--- src/hw/pcm_timing_pkg.sv ---
// shared constants and types of the pcm bus timing and routing block
package pcm_timing_pkg;
   // register indices; byte address is four times the index
   localparam logic [7:0] IDX_SLOT_SEL   = 8'h10;
   localparam logic [7:0] IDX_MODE_ZERO  = 8'h14;
   localparam logic [7:0] IDX_MULTI      = 8'h15;
   localparam logic [7:0] IDX_FCNT_LOW   = 8'h18;
   localparam logic [7:0] IDX_FCNT_HIGH  = 8'h19;
   localparam logic [7:0] IDX_ROUTING    = 8'hd0;
   // multi-register selector values
   localparam logic [3:0] MR_MODE_ONE    = 4'h9;
   localparam logic [3:0] MR_MODE_TWO    = 4'ha;
   localparam logic [3:0] MR_SHA_LOW     = 4'hc;
   localparam logic [3:0] MR_SHA_HIGH    = 4'hd;
   localparam logic [3:0] MR_SHB_LOW     = 4'he;
   localparam logic [3:0] MR_SHB_HIGH    = 4'hf;
   // field positions
   localparam int MODE0_IDX_LSB  = 4;
   localparam int MD1_CODEC      = 0;
   localparam int MD1_ADJ_LSB    = 2;
   localparam int MD1_RATE_LSB   = 4;
   localparam int MD1_LOOP       = 6;
   localparam int MD2_SYNC_PLL   = 1;
   localparam int MD2_SYNC_SRC   = 2;
   localparam int MD2_SYNC_OUT   = 3;
   localparam int MD2_LENGTHEN   = 6;
   localparam int MD2_MANUAL     = 7;
   // reset values
   localparam logic [7:0] SEL_RESET    = 8'hff;
   localparam logic [7:0] MODE_RESET   = 8'h00;
   localparam logic [7:0] SHAPE_RESET  = 8'h00;
   localparam logic [7:0] ROUTE_RESET  = 8'h00;
   // rates and timing
   localparam logic [1:0] RATE_2M  = 2'b00;
   localparam logic [1:0] RATE_4M  = 2'b01;
   localparam logic [1:0] RATE_8M  = 2'b10;
   localparam logic [6:0] SLOTS_2M = 7'h1f;
   localparam logic [6:0] SLOTS_4M = 7'h3f;
   localparam logic [6:0] SLOTS_8M = 7'h7f;
   localparam longint CLK_HZ       = 250000000;
   localparam longint BITCLK_2M_HZ = 4096000;
   localparam longint BITCLK_4M_HZ = 8192000;
   localparam longint BITCLK_8M_HZ = 16384000;
   localparam logic [5:0] HALF_2M  = 6'(CLK_HZ / (2 * BITCLK_2M_HZ));
   localparam logic [5:0] HALF_4M  = 6'(CLK_HZ / (2 * BITCLK_4M_HZ));
   localparam logic [5:0] HALF_8M  = 6'(CLK_HZ / (2 * BITCLK_8M_HZ));
   localparam logic [2:0] ADJ_MAX  = 3'h4;
   localparam logic [4:0] SHAPE_HALVES = 5'h10;
   localparam logic [1:0] SYNC_MISS_LIMIT = 2'h2;

   typedef enum logic [1:0] {ROUTE_OFF, ROUTE_LOOP, ROUTE_PIN_A, ROUTE_PIN_B} route_t;

   typedef struct packed {
      route_t     code;
      logic [4:0] chan;
      logic       dir;
   } routeEntry_t;

   typedef struct packed {
      logic       valid;
      logic [4:0] chan;
      logic [7:0] data;
   } rxWord_t;
endpackage

--- src/hw/pcm_bus_timing_routing.sv ---
// pcm bus timing, dpll, codec enables, slot routing and frame counter
// Function
// - codec style 0 drives eight slot selects; style 1 drives shapes and slot count.
// - adjust speed 00..11 gives four..one half-step corrections in the last slot.
// - rate code picks 32, 64 or 128 slots and bit clock; code 11 unused.
// - every slot has separate transmit and receive routing entries.
// - test loop feeds transmitted data back to receive in every slot whose receive code is not ignore.
// - sync-from-pll makes sync output the pll bit clock divided by eight.
// - pll sync source is line receive timing at 0, sync input at 1.
// - otherwise sync output is line timing or a copy of sync input.
// - in manual mode lengthen bit stretches frame at 1, shortens at 0.
// - automatic tracking when manual bit is 0, software steering when 1.
// - manual adjustment yields whenever a sync pulse is available.
// - each shape has sixteen bits, one per half bit clock of the slot.
// - top shape bit holds the level for the rest of the slot.
// - mode one, mode two and shapes share the multi address, chosen by index.
// - transmit codes: off, internal loop, drive pin one, drive pin two.
// - receive codes: ignore, internal loop, pin two, pin one.
// - sixteen-bit frame ring counter; the high byte reads the value latched by the last low-byte read.
//
// Design decision made here: the Avalon-MM register port.
`timescale 1ns/10ps
`default_nettype none
module pcm_bus_timing_routing
   import pcm_timing_pkg::*;
(
   input  wire  logic        mclk,
   input  wire  logic        nrst,
   input  wire  logic [7:0]  address,
   input  wire  logic        read,
   input  wire  logic        write,
   input  wire  logic [31:0] writedata,
   input  wire  logic [3:0]  byteenable,
   output logic [31:0]       readdata,
   output logic              waitrequest,
   input  wire  logic        syncIn,
   input  wire  logic        lineSync,
   output logic              syncOut,
   output logic              pllClockOut,
   output logic              frameSyncPulse,
   output logic [7:0]        slotSelectPin,
   output logic              shapePulseA,
   output logic              shapePulseB,
   output logic [6:0]        slotCountOut,
   input  wire  logic        pinOneIn,
   output logic              pinOneOut,
   output logic              pinOneOeN,
   input  wire  logic        pinTwoIn,
   output logic              pinTwoOut,
   output logic              pinTwoOeN,
   output logic [4:0]        txChannel,
   output logic              txActive,
   input  wire  logic [7:0]  txByte,
   output rxWord_t           rxWord
);
   // ---------------- register bus ----------------
   logic        ackQ, ackD;
   logic [31:0] rdQ, rdD;
   logic [7:0]  slotSelQ, slotSelD;
   logic [7:0]  mode0Q, mode0D, mode1Q, mode1D, mode2Q, mode2D;
   logic [15:0] shapeAQ, shapeAD, shapeBQ, shapeBD;
   logic [7:0]  selRegQ [8];
   logic [7:0]  selRegD [8];
   logic [7:0]  hiLatchQ, hiLatchD;
   logic [15:0] fcntQ, fcntD;
   routeEntry_t routeMem [256];
   logic        wrTake, rdStart;
   logic [3:0]  mIdx;

   assign mIdx        = mode0Q[MODE0_IDX_LSB +: 4];
   assign waitrequest = (read | write) & ~ackQ;
   assign wrTake      = write & ackQ & byteenable[0];
   assign rdStart     = read & ~ackQ;
   assign readdata    = rdQ;

   always_comb begin
      ackD     = (read | write) & ~ackQ;
      rdD      = rdQ;
      slotSelD = slotSelQ;
      mode0D   = mode0Q;
      mode1D   = mode1Q;
      mode2D   = mode2Q;
      shapeAD  = shapeAQ;
      shapeBD  = shapeBQ;
      selRegD  = selRegQ;
      hiLatchD = hiLatchQ;
      if (rdStart) begin
         // write-only and unmapped words read as zero
         rdD = 32'h0000_0000;
         if (address == IDX_FCNT_LOW) begin
            rdD      = {24'h00_0000, fcntQ[7:0]};
            hiLatchD = fcntQ[15:8];
         end else if (address == IDX_FCNT_HIGH) begin
            rdD = {24'h00_0000, hiLatchQ};
         end
      end
      if (wrTake) begin
         unique case (address)
            IDX_SLOT_SEL:  slotSelD = writedata[7:0];
            IDX_MODE_ZERO: mode0D   = writedata[7:0];
            IDX_MULTI: begin
               if (mIdx < 4'h8) begin
                  selRegD[mIdx[2:0]] = writedata[7:0];
               end else if (mIdx == MR_MODE_ONE) begin
                  mode1D = writedata[7:0];
               end else if (mIdx == MR_MODE_TWO) begin
                  mode2D = writedata[7:0];
               end else if (mIdx == MR_SHA_LOW) begin
                  shapeAD[7:0] = writedata[7:0];
               end else if (mIdx == MR_SHA_HIGH) begin
                  shapeAD[15:8] = writedata[7:0];
               end else if (mIdx == MR_SHB_LOW) begin
                  shapeBD[7:0] = writedata[7:0];
               end else if (mIdx == MR_SHB_HIGH) begin
                  shapeBD[15:8] = writedata[7:0];
               end
            end
            default: ;
         endcase
      end
   end

   always_ff @(posedge mclk or negedge nrst) begin
      if (!nrst) begin
         ackQ     <= 1'b0;
         rdQ      <= 32'h0000_0000;
         slotSelQ <= MODE_RESET;
         mode0Q   <= MODE_RESET;
         mode1Q   <= MODE_RESET;
         mode2Q   <= MODE_RESET;
         shapeAQ  <= {SHAPE_RESET, SHAPE_RESET};
         shapeBQ  <= {SHAPE_RESET, SHAPE_RESET};
         hiLatchQ <= 8'h00;
         for (int i = 0; i < 8; i++) begin
            selRegQ[i] <= SEL_RESET;
         end
      end else begin
         ackQ     <= ackD;
         rdQ      <= rdD;
         slotSelQ <= slotSelD;
         mode0Q   <= mode0D;
         mode1Q   <= mode1D;
         mode2Q   <= mode2D;
         shapeAQ  <= shapeAD;
         shapeBQ  <= shapeBD;
         hiLatchQ <= hiLatchD;
         selRegQ  <= selRegD;
      end
   end

   // routing table, indexed by slot number and direction; cleared so unused slots stay silent
   always_ff @(posedge mclk or negedge nrst) begin
      if (!nrst) begin
         for (int i = 0; i < 256; i++) begin
            routeMem[i] <= routeEntry_t'(ROUTE_RESET);
         end
      end else if (wrTake && address == IDX_ROUTING) begin
         routeMem[slotSelQ] <= routeEntry_t'(writedata[7:0]);
      end
   end

   // ---------------- configuration decode ----------------
   logic       codecStyle, testLoop, syncPll, syncSrc, syncOutSrc, lengthen, manual;
   logic [1:0] adjSpeed, rate;
   logic [6:0] slotMax;
   logic [5:0] halfNominal;
   logic [2:0] adjCount;

   assign codecStyle = mode1Q[MD1_CODEC];
   assign adjSpeed   = mode1Q[MD1_ADJ_LSB +: 2];
   assign rate       = mode1Q[MD1_RATE_LSB +: 2];
   assign testLoop   = mode1Q[MD1_LOOP];
   assign syncPll    = mode2Q[MD2_SYNC_PLL];
   assign syncSrc    = mode2Q[MD2_SYNC_SRC];
   assign syncOutSrc = mode2Q[MD2_SYNC_OUT];
   assign lengthen   = mode2Q[MD2_LENGTHEN];
   assign manual     = mode2Q[MD2_MANUAL];
   assign adjCount   = ADJ_MAX - {1'b0, adjSpeed};

   always_comb begin
      // unused code 11 falls back to the slowest rate
      unique case (rate)
         RATE_4M: begin
            slotMax     = SLOTS_4M;
            halfNominal = HALF_4M;
         end
         RATE_8M: begin
            slotMax     = SLOTS_8M;
            halfNominal = HALF_8M;
         end
         default: begin
            slotMax     = SLOTS_2M;
            halfNominal = HALF_2M;
         end
      endcase
   end

   // ---------------- dpll and frame timing ----------------
   logic [5:0] halfCntQ, halfCntD;
   logic [4:0] halfIdxQ, halfIdxD;
   logic [6:0] slotQ, slotD;
   logic       bitClkQ, bitClkD;
   logic [1:0] div8Q, div8D;
   logic       div8OutQ, div8OutD;
   logic [2:0] adjLeftQ, adjLeftD;
   logic       adjPendQ, adjPendD, adjLongQ, adjLongD, adjDirQ, adjDirD;
   logic [1:0] missQ, missD;
   logic       srcPrevQ, srcPrevD;
   logic       halfTick, slotEnd, frameEnd, syncEdge, syncAvail, manualActive, srcLevel;
   logic       frameStart;

   assign srcLevel     = syncSrc ? syncIn : lineSync;
   assign syncEdge     = srcLevel & ~srcPrevQ;
   assign syncAvail    = missQ < SYNC_MISS_LIMIT;
   assign manualActive = manual & ~syncAvail;
   assign halfTick     = (halfCntQ == 6'h00);
   assign slotEnd      = halfTick & (halfIdxQ == 5'h1f);
   assign frameEnd     = slotEnd & (slotQ == slotMax);
   assign frameStart   = frameEnd;

   always_comb begin
      halfCntD = halfCntQ - 6'h01;
      halfIdxD = halfIdxQ;
      slotD    = slotQ;
      bitClkD  = bitClkQ;
      div8D    = div8Q;
      div8OutD = div8OutQ;
      adjLeftD = adjLeftQ;
      adjPendD = adjPendQ;
      adjLongD = adjLongQ;
      adjDirD  = adjDirQ;
      missD    = missQ;
      srcPrevD = srcLevel;
      fcntD    = fcntQ;
      if (halfTick) begin
         halfCntD = halfNominal - 6'h01;
         if (adjLeftQ != 3'h0) begin
            // one system cycle per correction step
            halfCntD = adjDirQ ? halfNominal : halfNominal - 6'h02;
            adjLeftD = adjLeftQ - 3'h1;
         end
         bitClkD  = ~bitClkQ;
         halfIdxD = halfIdxQ + 5'h01;
         if (bitClkQ) begin
            div8D = div8Q + 2'h1;
            if (div8Q == 2'b11) begin
               div8OutD = ~div8OutQ;
            end
         end
         if (slotEnd) begin
            slotD = (slotQ >= slotMax) ? 7'h00 : slotQ + 7'h01;
         end
         // entering the last slot: load the correction budget
         if (slotEnd && slotQ == slotMax - 7'h01) begin
            if (manualActive) begin
               adjLeftD = adjCount;
               adjDirD  = lengthen;
            end else if (adjPendQ) begin
               adjLeftD = adjCount;
               adjDirD  = adjLongQ;
               adjPendD = 1'b0;
            end
         end
      end
      if (frameStart) begin
         fcntD = fcntQ + 16'h0001;
         if (missQ != 2'h3) begin
            missD = missQ + 2'h1;
         end
      end
      if (syncEdge) begin
         // set wins over the clear above
         missD    = 2'h0;
         adjPendD = 1'b1;
         adjLongD = (slotQ < {1'b0, slotMax[6:1]});
      end
   end

   always_ff @(posedge mclk or negedge nrst) begin
      if (!nrst) begin
         halfCntQ <= 6'h00;
         halfIdxQ <= 5'h00;
         slotQ    <= 7'h00;
         bitClkQ  <= 1'b0;
         div8Q    <= 2'h0;
         div8OutQ <= 1'b0;
         adjLeftQ <= 3'h0;
         adjPendQ <= 1'b0;
         adjLongQ <= 1'b0;
         adjDirQ  <= 1'b0;
         missQ    <= 2'h3;
         srcPrevQ <= 1'b0;
         fcntQ    <= 16'h0000;
      end else begin
         halfCntQ <= halfCntD;
         halfIdxQ <= halfIdxD;
         slotQ    <= slotD;
         bitClkQ  <= bitClkD;
         div8Q    <= div8D;
         div8OutQ <= div8OutD;
         adjLeftQ <= adjLeftD;
         adjPendQ <= adjPendD;
         adjLongQ <= adjLongD;
         adjDirQ  <= adjDirD;
         missQ    <= missD;
         srcPrevQ <= srcPrevD;
         fcntQ    <= fcntD;
      end
   end

   // ---------------- slot data path and pin outputs ----------------
   routeEntry_t txEnt, rxEnt;
   logic        txBit, rxBit, shapeLvlA, shapeLvlB;
   logic [7:0]  rxShQ, rxShD;
   rxWord_t     rxWordQ, rxWordD;
   logic [7:0]  selPinD;
   logic        shAD, shBD, syncD, fsD, p1D, p1OeD, p2D, p2OeD;
   logic [6:0]  slotCntD;
   logic [6:0]  selPinQ_slot [8];
   logic [7:0]  selPinQ;
   logic        shAQ, shBQ, syncQ, fsQ, p1Q, p1OeQ, p2Q, p2OeQ;
   logic [6:0]  slotCntQ;

   assign txEnt     = routeMem[{slotQ, 1'b0}];
   assign rxEnt     = routeMem[{slotQ, 1'b1}];
   assign txBit     = txByte[3'h7 - halfIdxQ[4:2]];
   assign txChannel = txEnt.chan;
   assign txActive  = (txEnt.code != ROUTE_OFF);
   // beyond sixteen halves the top bit holds the level
   assign shapeLvlA = (halfIdxQ < SHAPE_HALVES) ? shapeAQ[halfIdxQ[3:0]] : shapeAQ[15];
   assign shapeLvlB = (halfIdxQ < SHAPE_HALVES) ? shapeBQ[halfIdxQ[3:0]] : shapeBQ[15];

   always_comb begin
      unique case (rxEnt.code)
         ROUTE_LOOP:  rxBit = txBit;
         ROUTE_PIN_A: rxBit = pinTwoIn;
         ROUTE_PIN_B: rxBit = pinOneIn;
         default:     rxBit = 1'b0;
      endcase
      if (testLoop) begin
         rxBit = txBit;
      end
      rxShD   = rxShQ;
      rxWordD = rxWordQ;
      rxWordD.valid = 1'b0;
      if (halfTick && halfIdxQ[1:0] == 2'b10) begin
         rxShD = {rxShQ[6:0], rxBit};
      end
      if (slotEnd && rxEnt.code != ROUTE_OFF) begin
         rxWordD.valid = 1'b1;
         rxWordD.chan  = rxEnt.chan;
         rxWordD.data  = rxShQ;
      end
      p1D   = txBit;
      p2D   = txBit;
      p1OeD = ~(txEnt.code == ROUTE_PIN_A);
      p2OeD = ~(txEnt.code == ROUTE_PIN_B);
      for (int i = 0; i < 8; i++) begin
         selPinQ_slot[i] = (selRegQ[i][6:0] >= slotMax) ? 7'h00 : selRegQ[i][6:0] + 7'h01;
         selPinD[i] = 1'b0;
         if (!codecStyle && selRegQ[i] != SEL_RESET && slotQ == selPinQ_slot[i]) begin
            selPinD[i] = selRegQ[i][7] ? shapeLvlB : shapeLvlA;
         end
      end
      shAD     = codecStyle & shapeLvlA;
      shBD     = codecStyle & shapeLvlB;
      slotCntD = codecStyle ? slotQ : 7'h00;
      if (syncPll) begin
         syncD = div8OutQ;
      end else begin
         syncD = syncOutSrc ? syncIn : lineSync;
      end
      fsD = (slotQ == 7'h00) & (halfIdxQ < 5'h02);
   end

   always_ff @(posedge mclk or negedge nrst) begin
      if (!nrst) begin
         rxShQ    <= 8'h00;
         rxWordQ  <= '0;
         selPinQ  <= 8'h00;
         shAQ     <= 1'b0;
         shBQ     <= 1'b0;
         slotCntQ <= 7'h00;
         syncQ    <= 1'b0;
         fsQ      <= 1'b0;
         p1Q      <= 1'b0;
         p2Q      <= 1'b0;
         p1OeQ    <= 1'b1;
         p2OeQ    <= 1'b1;
      end else begin
         rxShQ    <= rxShD;
         rxWordQ  <= rxWordD;
         selPinQ  <= selPinD;
         shAQ     <= shAD;
         shBQ     <= shBD;
         slotCntQ <= slotCntD;
         syncQ    <= syncD;
         fsQ      <= fsD;
         p1Q      <= p1D;
         p2Q      <= p2D;
         p1OeQ    <= p1OeD;
         p2OeQ    <= p2OeD;
      end
   end

   assign rxWord         = rxWordQ;
   assign slotSelectPin  = selPinQ;
   assign shapePulseA    = shAQ;
   assign shapePulseB    = shBQ;
   assign slotCountOut   = slotCntQ;
   assign syncOut        = syncQ;
   assign frameSyncPulse = fsQ;
   assign pllClockOut    = bitClkQ;
   assign pinOneOut      = p1Q;
   assign pinTwoOut      = p2Q;
   assign pinOneOeN      = p1OeQ;
   assign pinTwoOeN      = p2OeQ;

   // ---------------- checks ----------------
   a_wait_one_cycle: assert property (@(posedge mclk) disable iff (!nrst)
      $rose(read) |-> waitrequest ##1 !waitrequest)
      else $error("bus answer not after one wait cycle");
   a_high_capture: assert property (@(posedge mclk) disable iff (!nrst)
      (rdStart && address == IDX_FCNT_LOW) |=> hiLatchQ == $past(fcntQ[15:8]) && rdQ[7:0] == $past(fcntQ[7:0]))
      else $error("high byte not captured with low byte");
   a_frame_count: assert property (@(posedge mclk) disable iff (!nrst)
      frameStart |=> fcntQ == $past(fcntQ) + 16'h0001)
      else $error("frame counter did not step");
   a_slot_range: assert property (@(posedge mclk) disable iff (!nrst)
      $stable(rate) && slotEnd && slotQ == slotMax |=> slotQ == 7'h00)
      else $error("slot counter did not wrap at slot count");
   a_adjust_budget: assert property (@(posedge mclk) disable iff (!nrst)
      (halfTick && slotEnd && slotQ == slotMax - 7'h01 && manualActive) |=> adjLeftQ == $past(adjCount))
      else $error("wrong number of corrections");
   a_manual_dir: assert property (@(posedge mclk) disable iff (!nrst)
      (slotEnd && slotQ == slotMax - 7'h01 && manualActive) |=> adjDirQ == $past(lengthen))
      else $error("manual direction not taken");
   a_sync_copy: assert property (@(posedge mclk) disable iff (!nrst)
      (!syncPll && syncOutSrc) |=> syncOut == $past(syncIn))
      else $error("sync output not a copy of sync input");
   a_shape_tail: assert property (@(posedge mclk) disable iff (!nrst)
      (codecStyle && halfIdxQ >= SHAPE_HALVES) |=> shapePulseA == $past(shapeAQ[15]))
      else $error("shape tail level wrong");
   a_codec_style: assert property (@(posedge mclk) disable iff (!nrst)
      !codecStyle |=> !shapePulseA && !shapePulseB && slotCountOut == 7'h00)
      else $error("shape outputs active in select-pin style");
   a_pin_drive: assert property (@(posedge mclk) disable iff (!nrst)
      (txEnt.code == ROUTE_PIN_A) |=> !pinOneOeN && pinTwoOeN)
      else $error("pin one not driven alone");
   a_rx_emit: assert property (@(posedge mclk) disable iff (!nrst)
      (slotEnd && rxEnt.code == ROUTE_OFF) |=> !rxWord.valid)
      else $error("ignored receive slot produced data");
endmodule
`default_nettype wire

--- config.mk ---
export PLATFORM = sky130hd
export DESIGN_NAME = pcm_bus_timing_routing
export DESIGN_NICKNAME = d
export VERILOG_FILES = /design/src/hw/pcm_timing_pkg.sv /design/src/hw/pcm_bus_timing_routing.sv
export SDC_FILE = /design/constraint.sdc
export NUM_CORES = 2
export LEC_CHECK = 0
export ABC_AREA = 1
export BUFFER_PORTS_ARGS = -buffer_cell sky130_fd_sc_hd__buf_2
export CAP_MARGIN = 0
export CORE_MARGIN = 2
export CORE_UTILIZATION = 65
export DETAILED_ROUTE_END_ITERATION = 12
export GPL_ROUTABILITY_DRIVEN = 1
export PLACE_DENSITY = 0.81
export SLEW_MARGIN = 20
export SYNTH_ARGS = -nofsm -noshare
export SYNTH_HDL_FRONTEND = slang
export SYNTH_SLANG_ARGS = --single-unit
--- constraint.sdc ---
create_clock -name mclk -period 7.4 [get_ports mclk]
set_input_delay 0 -clock mclk [delete_from_list [all_inputs] [get_ports mclk]]
set_output_delay 0 -clock mclk [all_outputs]
set_load 0.02 [all_outputs]
======== After elaboration in Yosys (flattened, before gate mapping) ========
Index checks and enable logic that the tools add are counted.
storage, ports and cells
  bits in registers ....................... 2,307
  bits of input ports ..................... 60
  logic and storage cells ................. 1,047
cells by class
  add/subtract/negate cells ............... 20
  $lt $le $gt $ge ......................... 22
  equality and inequality tests ........... 42
  muxes and demuxes ....................... 72
  bitwise logic cells ..................... 29
  reductions and logical operators ........ 49
operators with widths
  cell                     number
  $bwmux W2048             1
  $bmux W8 S8              2
  $eq A7 B7 Y1             10
  $mux W7                  10
  $bwmux W64               1
  $demux W8 S8             1
  $mux W8                  8
  $ne A8 B8 Y1 const B     8
  $add A7 B1 Y7 const B    9
  $ge A7 B7 Y1             9
  $eq A8 B5 Y1 const B     5
  $mux W1                  31
  $ge A9 B9 Y1 const B     3
  $not A8 Y9               3
  $demux W8 S3             1
  $eq A4 B4 Y1 const B     6
  $logic_and A1 B1 Y1      22
  $mux W6                  3
  $add A16 B1 Y16 const B  1
  $eq A2 B2 Y1 const B     7
  $mux W14                 1
  $pmux W7 S2              1
  $reduce_bool A2 Y1       7
  $not A1 Y1               13
  43 further kinds         71

======== Depth between registers and ports, before layout ========
  depth in word-level cells ............... 8
  gate-level depth with buffers ........... 21
  mapped depth without buffers ............ 18

======== Least setup slack after synthesis ========
No wires, ideal clock.
  kind .................................... reg2reg
  start ................................... register slotQ[0]
  end ..................................... register adjLeftQ[0]
  setup time .............................. 132 ps
  arrival ................................. 2,322 ps
  data required time ...................... 7,268 ps
  slack ................................... 4,946 ps
  cell stages (with the launch flop) ...... 16
  buffers on the path ..................... 8
  clock period less this slack ............ 2,454 ps
  cells stage by stage .................... dfrtp_1 buf_6 inv_2 buf_6 buf_6 buf_6 buf_4 buf_4 buf_2 buf_2 ha_1 nand4_1 o21bai_1 o21ai_0 o211ai_1 o21ai_0
on the way
  longest elaborated chain between the ends .. 3
RTL lines
  what                    RTL line                       RTL
  start, declared         pcm_bus_timing_routing.sv:201  logic [6:0] slotQ, slotD;
  start signal, assigned  pcm_bus_timing_routing.sv:297  slotQ <= slotD;
  $eq A7 B7 Y1            pcm_bus_timing_routing.sv:254  if (slotEnd && slotQ == slotMax - 7'h01) begin
  $logic_and A1 B1 Y1     pcm_bus_timing_routing.sv:254
  $mux W3                 pcm_bus_timing_routing.sv:254
  end signal, assigned    pcm_bus_timing_routing.sv:301  adjLeftQ <= adjLeftD;
  end, declared           pcm_bus_timing_routing.sv:205  logic [2:0] adjLeftQ, adjLeftD;
Every way passes these cells.
A chain may end at the register's enable or synchronous reset.

======== Worst setup path after layout ========
  start ................................... register slotQ[3]
  end ..................................... register rxShQ[0]
on the way
  longest elaborated chain between the ends .. 7
RTL lines
  what                                                 RTL line                       RTL
  $not A8 Y9 (not written as such) *                   pcm_bus_timing_routing.sv:325  assign rxEnt = routeMem[{slotQ, 1'b1}];
  $bmux W8 S8 *                                        pcm_bus_timing_routing.sv:325
  $mux W8 (not written as such) * (2 in a row)         pcm_bus_timing_routing.sv:325
  $eq A2 B2 Y1 / $eq A2 B1 Y1 (equally long branches)  pcm_bus_timing_routing.sv:334  unique case (rxEnt.code)
  $pmux W1 S3 *                                        pcm_bus_timing_routing.sv:334
  $mux W1 *                                            pcm_bus_timing_routing.sv:340  if (testLoop) begin
  end signal, assigned                                 pcm_bus_timing_routing.sv:391  rxShQ <= rxShD;
  end, declared                                        pcm_bus_timing_routing.sv:314  logic [7:0] rxShQ, rxShD;
Every way passes the cells marked *; elsewhere a longest branch is shown, timed or not. The select of a mux whose other input is x is not followed.

==> results.yml <==
status:
  status: "finished, final reports clean"
floorplan:
  core_um2: 145000
  rows: 140
  die_w_um: 386
  io_pins: 137
  start_util_pct: 65.3
  die_h_um: 386
  dieArea_um2: 149000
setup_path:
  critPathCaptureType: "register"
  crit_fanout: 42
  slowest_delay_ns: 1.00
  path_cells: "inv_4 > nand2_1 > nor2_1 > nand2_1 > nand2_1 > a21oi_1 > nand2_1 > nand2_1 > nand2_1 > inv_1 > nand2_1 > nand2_1 > nand3_1 > dlygate4sd3_1 > nand3_1 > dlygate4sd3_1 > a21oi_1 > dlygate4sd3_1"
  critical_path.slowest_cell: "nor2_1"
  crit_family: "simple AND/OR/NAND/NOR gates"
  timing.critical_path.mode_cell: "nand2_1"
  cp-start-kind: "register"
  path_class: "register to register"
  critPathRequiredTime_ns: 8.17
  arrival_ns: 6.47
  path_buf_inv: 5
detailed_routing:
  first_pass_iters: 9
  drt_iter0_drc: 11800
  wl_per_cell_um: 21.8
  drc_errors: 0
  num_vias: 81000
  drtAntennaViolNets: 0
  wl_um: 276000
  viasPerCell: 6.39
synthesis:
  synth_seq_cells: 2019
  yosysSeqAreaShare_pct: 53.4
  ys_warn_count: 0
  netlist_instances: 11100
  syn-cell-area_um2: 94800
  synth_cell_types: 63
  synth_area_per_cell_um2: 8.56
global_route:
  overflow: 0
  grt_usage_pct: 37.0
  grt_start_max_net_pins: 192
  grt_pass1_wl_um: 432000
  grt_pass1_vias: 77000
  antenna_found_initial: 10
clocking:
  cts_sinks: 2019
  clk_path_buf_depth: 3
  post-cts-setup-buffers: 0
  post_cts_resize_count: 0
  clk_latency_ns: 0.84
  cts_buffers: 195
  tritoncts: "built"
  cts.clk_slew.worst_paths_ns: 0.06
  htree_levels: 4
  cts-root-buf: "clkbuf_16"
  cts-hold-fix-buffers: 36
placement:
  io_buffer_count: 85
  gp_congestion: 0.905
  place_hpwl_um: 157000
  dp_cells: 12300
timing:
  finalHoldViolations: 0
  rsz0062_at_grt: "false"
  setup_viol: 0
  drv_slew: 0
  period_share_pct: 77.0
  slew_headroom_pct: 20.3
  fin_crit_ns: 5.70
  clock_skew_ns: 0.0275
  tightest_slew_ns: 1.19
  max_freq_mhz: 175
  setup_tns_ns: 0
job:
  max_cap_violations: 0
finish:
  area_delta_synth_final_pct: 5.79
  ff_latch_area_um2: 50600
  fillers: 11000
  multi_input_area_um2: 37800
  nets: 10700
  drive_gt1_share_pct: 7.64
  final_cells: 12700
power:
  ir_drop_mv: 0.278
  leakage_nw: 46.9
  finalPower_mw: 21.8
  power_density_nw_per_um2: 217
worst_hold_path:
  hold_class: "input pin to register"
registers in the layout (all words and copies together) (netlist names), 8 cells and up:
register / cells
readdata: 8
slotSelectPin: 8
fcntQ: 16
slotSelQ: 8
rxWord: 14
shapeAQ: 16
routeMem: 1792
selRegQ: 64
shapeBQ: 16
rxShQ: 8
hiLatchQ: 8
metal layers:
metal | GRT usage [%] | wire length (um)
met4 | 17.4 | 13300
met2 | 56.1 | 123000
met1 | 50.2 | 107000
met3 | 9.27 | 32300
met5 | 0 | 106
area by class of cell:
cell class	instances	share of cell area, %
Inverter	253	1.03
Timing Repair Buffer	226	1.86
Antenna cell	1	0.00249
Clock buffer	317	6.13
Clock inverter	36	0.433
Sequential cell	2019	50.5
Multi-Input combinational cell	7897	37.7
Tap cell	1917	2.39
worst paths after layout:
kind / start / to / slack (ns) / cells after the start
max: slotQ[3]$_DFFE_PN0P_ / rxShQ[0]$_DFFE_PN0P_ / 1.70 / 18
min: syncIn / syncOut$_DFF_PN0_ / 0.06 / 4
max reg2reg: slotQ[3]$_DFFE_PN0P_ / rxShQ[0]$_DFFE_PN0P_ / 1.70 / 18
min reg2reg: routeMem[132]$_DFFE_PN0P_ / routeMem[132]$_DFFE_PN0P_ / 0.48 / 2
max in group asynchronous: nrst / routeMem[1810]$_DFFE_PN0P_ / 5.36 / 5
min in group asynchronous: nrst / routeMem[2047]$_DFFE_PN0P_ / 0.23 / 3
power breakdown:
group	internal [mW]	switching, mW
Combinational	0.0535	0.474
Clock	5.95	4.27
Sequential	11.1	0.00679
placed cells by master, fill, tap and decap left out, drive strengths merged, types with 48 or more instances in the layout:
| cell type | Yosys | final |
|---|---|---|
| o221ai | 108 | 108 |
| o22ai | 277 | 277 |
| buf | 482 | 191 |
| nand4 | 48 | 48 |
| inv | 243 | 250 |
| dfrtp | 1951 | 1951 |
| nand2 | 2862 | 2862 |
| o211ai | 95 | 95 |
| clkbuf | 450 | 317 |
| a21oi | 65 | 65 |
| dfstp | 68 | 68 |
| o21ai | 2876 | 2876 |
| nand3 | 264 | 264 |
| nor2 | 1079 | 1079 |
synth_stat cells (all sizes together):
| cell | n | area share, % |
|---|---|---|
| o22ai | 277 | 1.8 |
| inv | 243 | 0.96 |
| clkinv | 10 | 0.040 |
| clkbuf | 450 | 1.8 |
| dfstp | 68 | 1.9 |
| o221ai | 108 | 1.0 |
| nand2 | 2862 | 13 |
| conb | 1 | 0.0040 |
| a31oi | 16 | 0.11 |
| nor3b | 1 | 0.0079 |
| buf | 482 | 4.2 |
| nor3 | 33 | 0.20 |
| o31ai | 1 | 0.0079 |
| a21oi | 65 | 0.34 |
| o41ai | 1 | 0.0092 |
| and3 | 3 | 0.020 |
| a32oi | 2 | 0.018 |
| a311oi | 2 | 0.018 |
| nor4 | 3 | 0.042 |
| o211ai | 95 | 0.75 |
| or4 | 1 | 0.0079 |
| mux2 | 1 | 0.012 |
| a22o | 13 | 0.12 |
| o311ai | 1 | 0.0092 |
| a22oi | 8 | 0.063 |
| o32ai | 1 | 0.0092 |
| o21ai | 2876 | 15 |
| ha | 33 | 0.44 |
| nand3b | 6 | 0.047 |
| a41oi | 1 | 0.0092 |
| a211oi | 3 | 0.024 |
| nand4 | 48 | 0.32 |
| o21bai | 7 | 0.055 |
| mux2i | 3 | 0.032 |
| o211a | 1 | 0.011 |
| dfrtp | 1951 | 51 |
| nand3 | 264 | 1.5 |
| o31a | 1 | 0.0092 |
| xor2 | 34 | 0.31 |
| xnor2 | 7 | 0.065 |
| nor2 | 1079 | 4.5 |
| or2 | 16 | 0.11 |
worst reg2reg max path, delay by kind of cell (launching register included):
family,cells,cell delay [ns]
flops,1,0.54
compound gates,2,0.15
buf+inv,5,2.40
simple gates,11,2.53
kinds of logic (layout without fill, tap and decap cells):
kind of cell | count (synthesis) | count (layout) | synth area share (%)
muxes | 4 | 4 | 0.0435
AOI/OAI and AO/OA | 3479 | 3479 | 19.6
DFF | 2019 | 2019 | 53.4
adders and majority gates | 33 | 33 | 0.435
other | 1 | 25 | 0.00395
and+or+nand+nor | 4316 | 4316 | 19.3
xor gates and xnor gates | 41 | 41 | 0.379
buffers and inverters | 1185 | 832 | 6.96
through the flow:
| step | hold WS [ns] | setup slack, ns | utilization [%] | area [um2] |
|---|---|---|---|---|
| after CTS | 0.0234 | 1.93 | 69.1 | 100000 |
| after global routing | 0.106 | 1.66 | 69.1 | 100000 |
| final | 0.0597 | 1.70 | 69.1 | 100000 |
| after detailed placement | 0.133 | 3.10 | 64.3 | 93400 |
| after floorplan | -0.296 | 4.95 | - | 94900 |
| after global placement | 0.143 | 3.14 | 64.3 | 93400 |
Note: power is estimated with default switching activity, not from simulation.
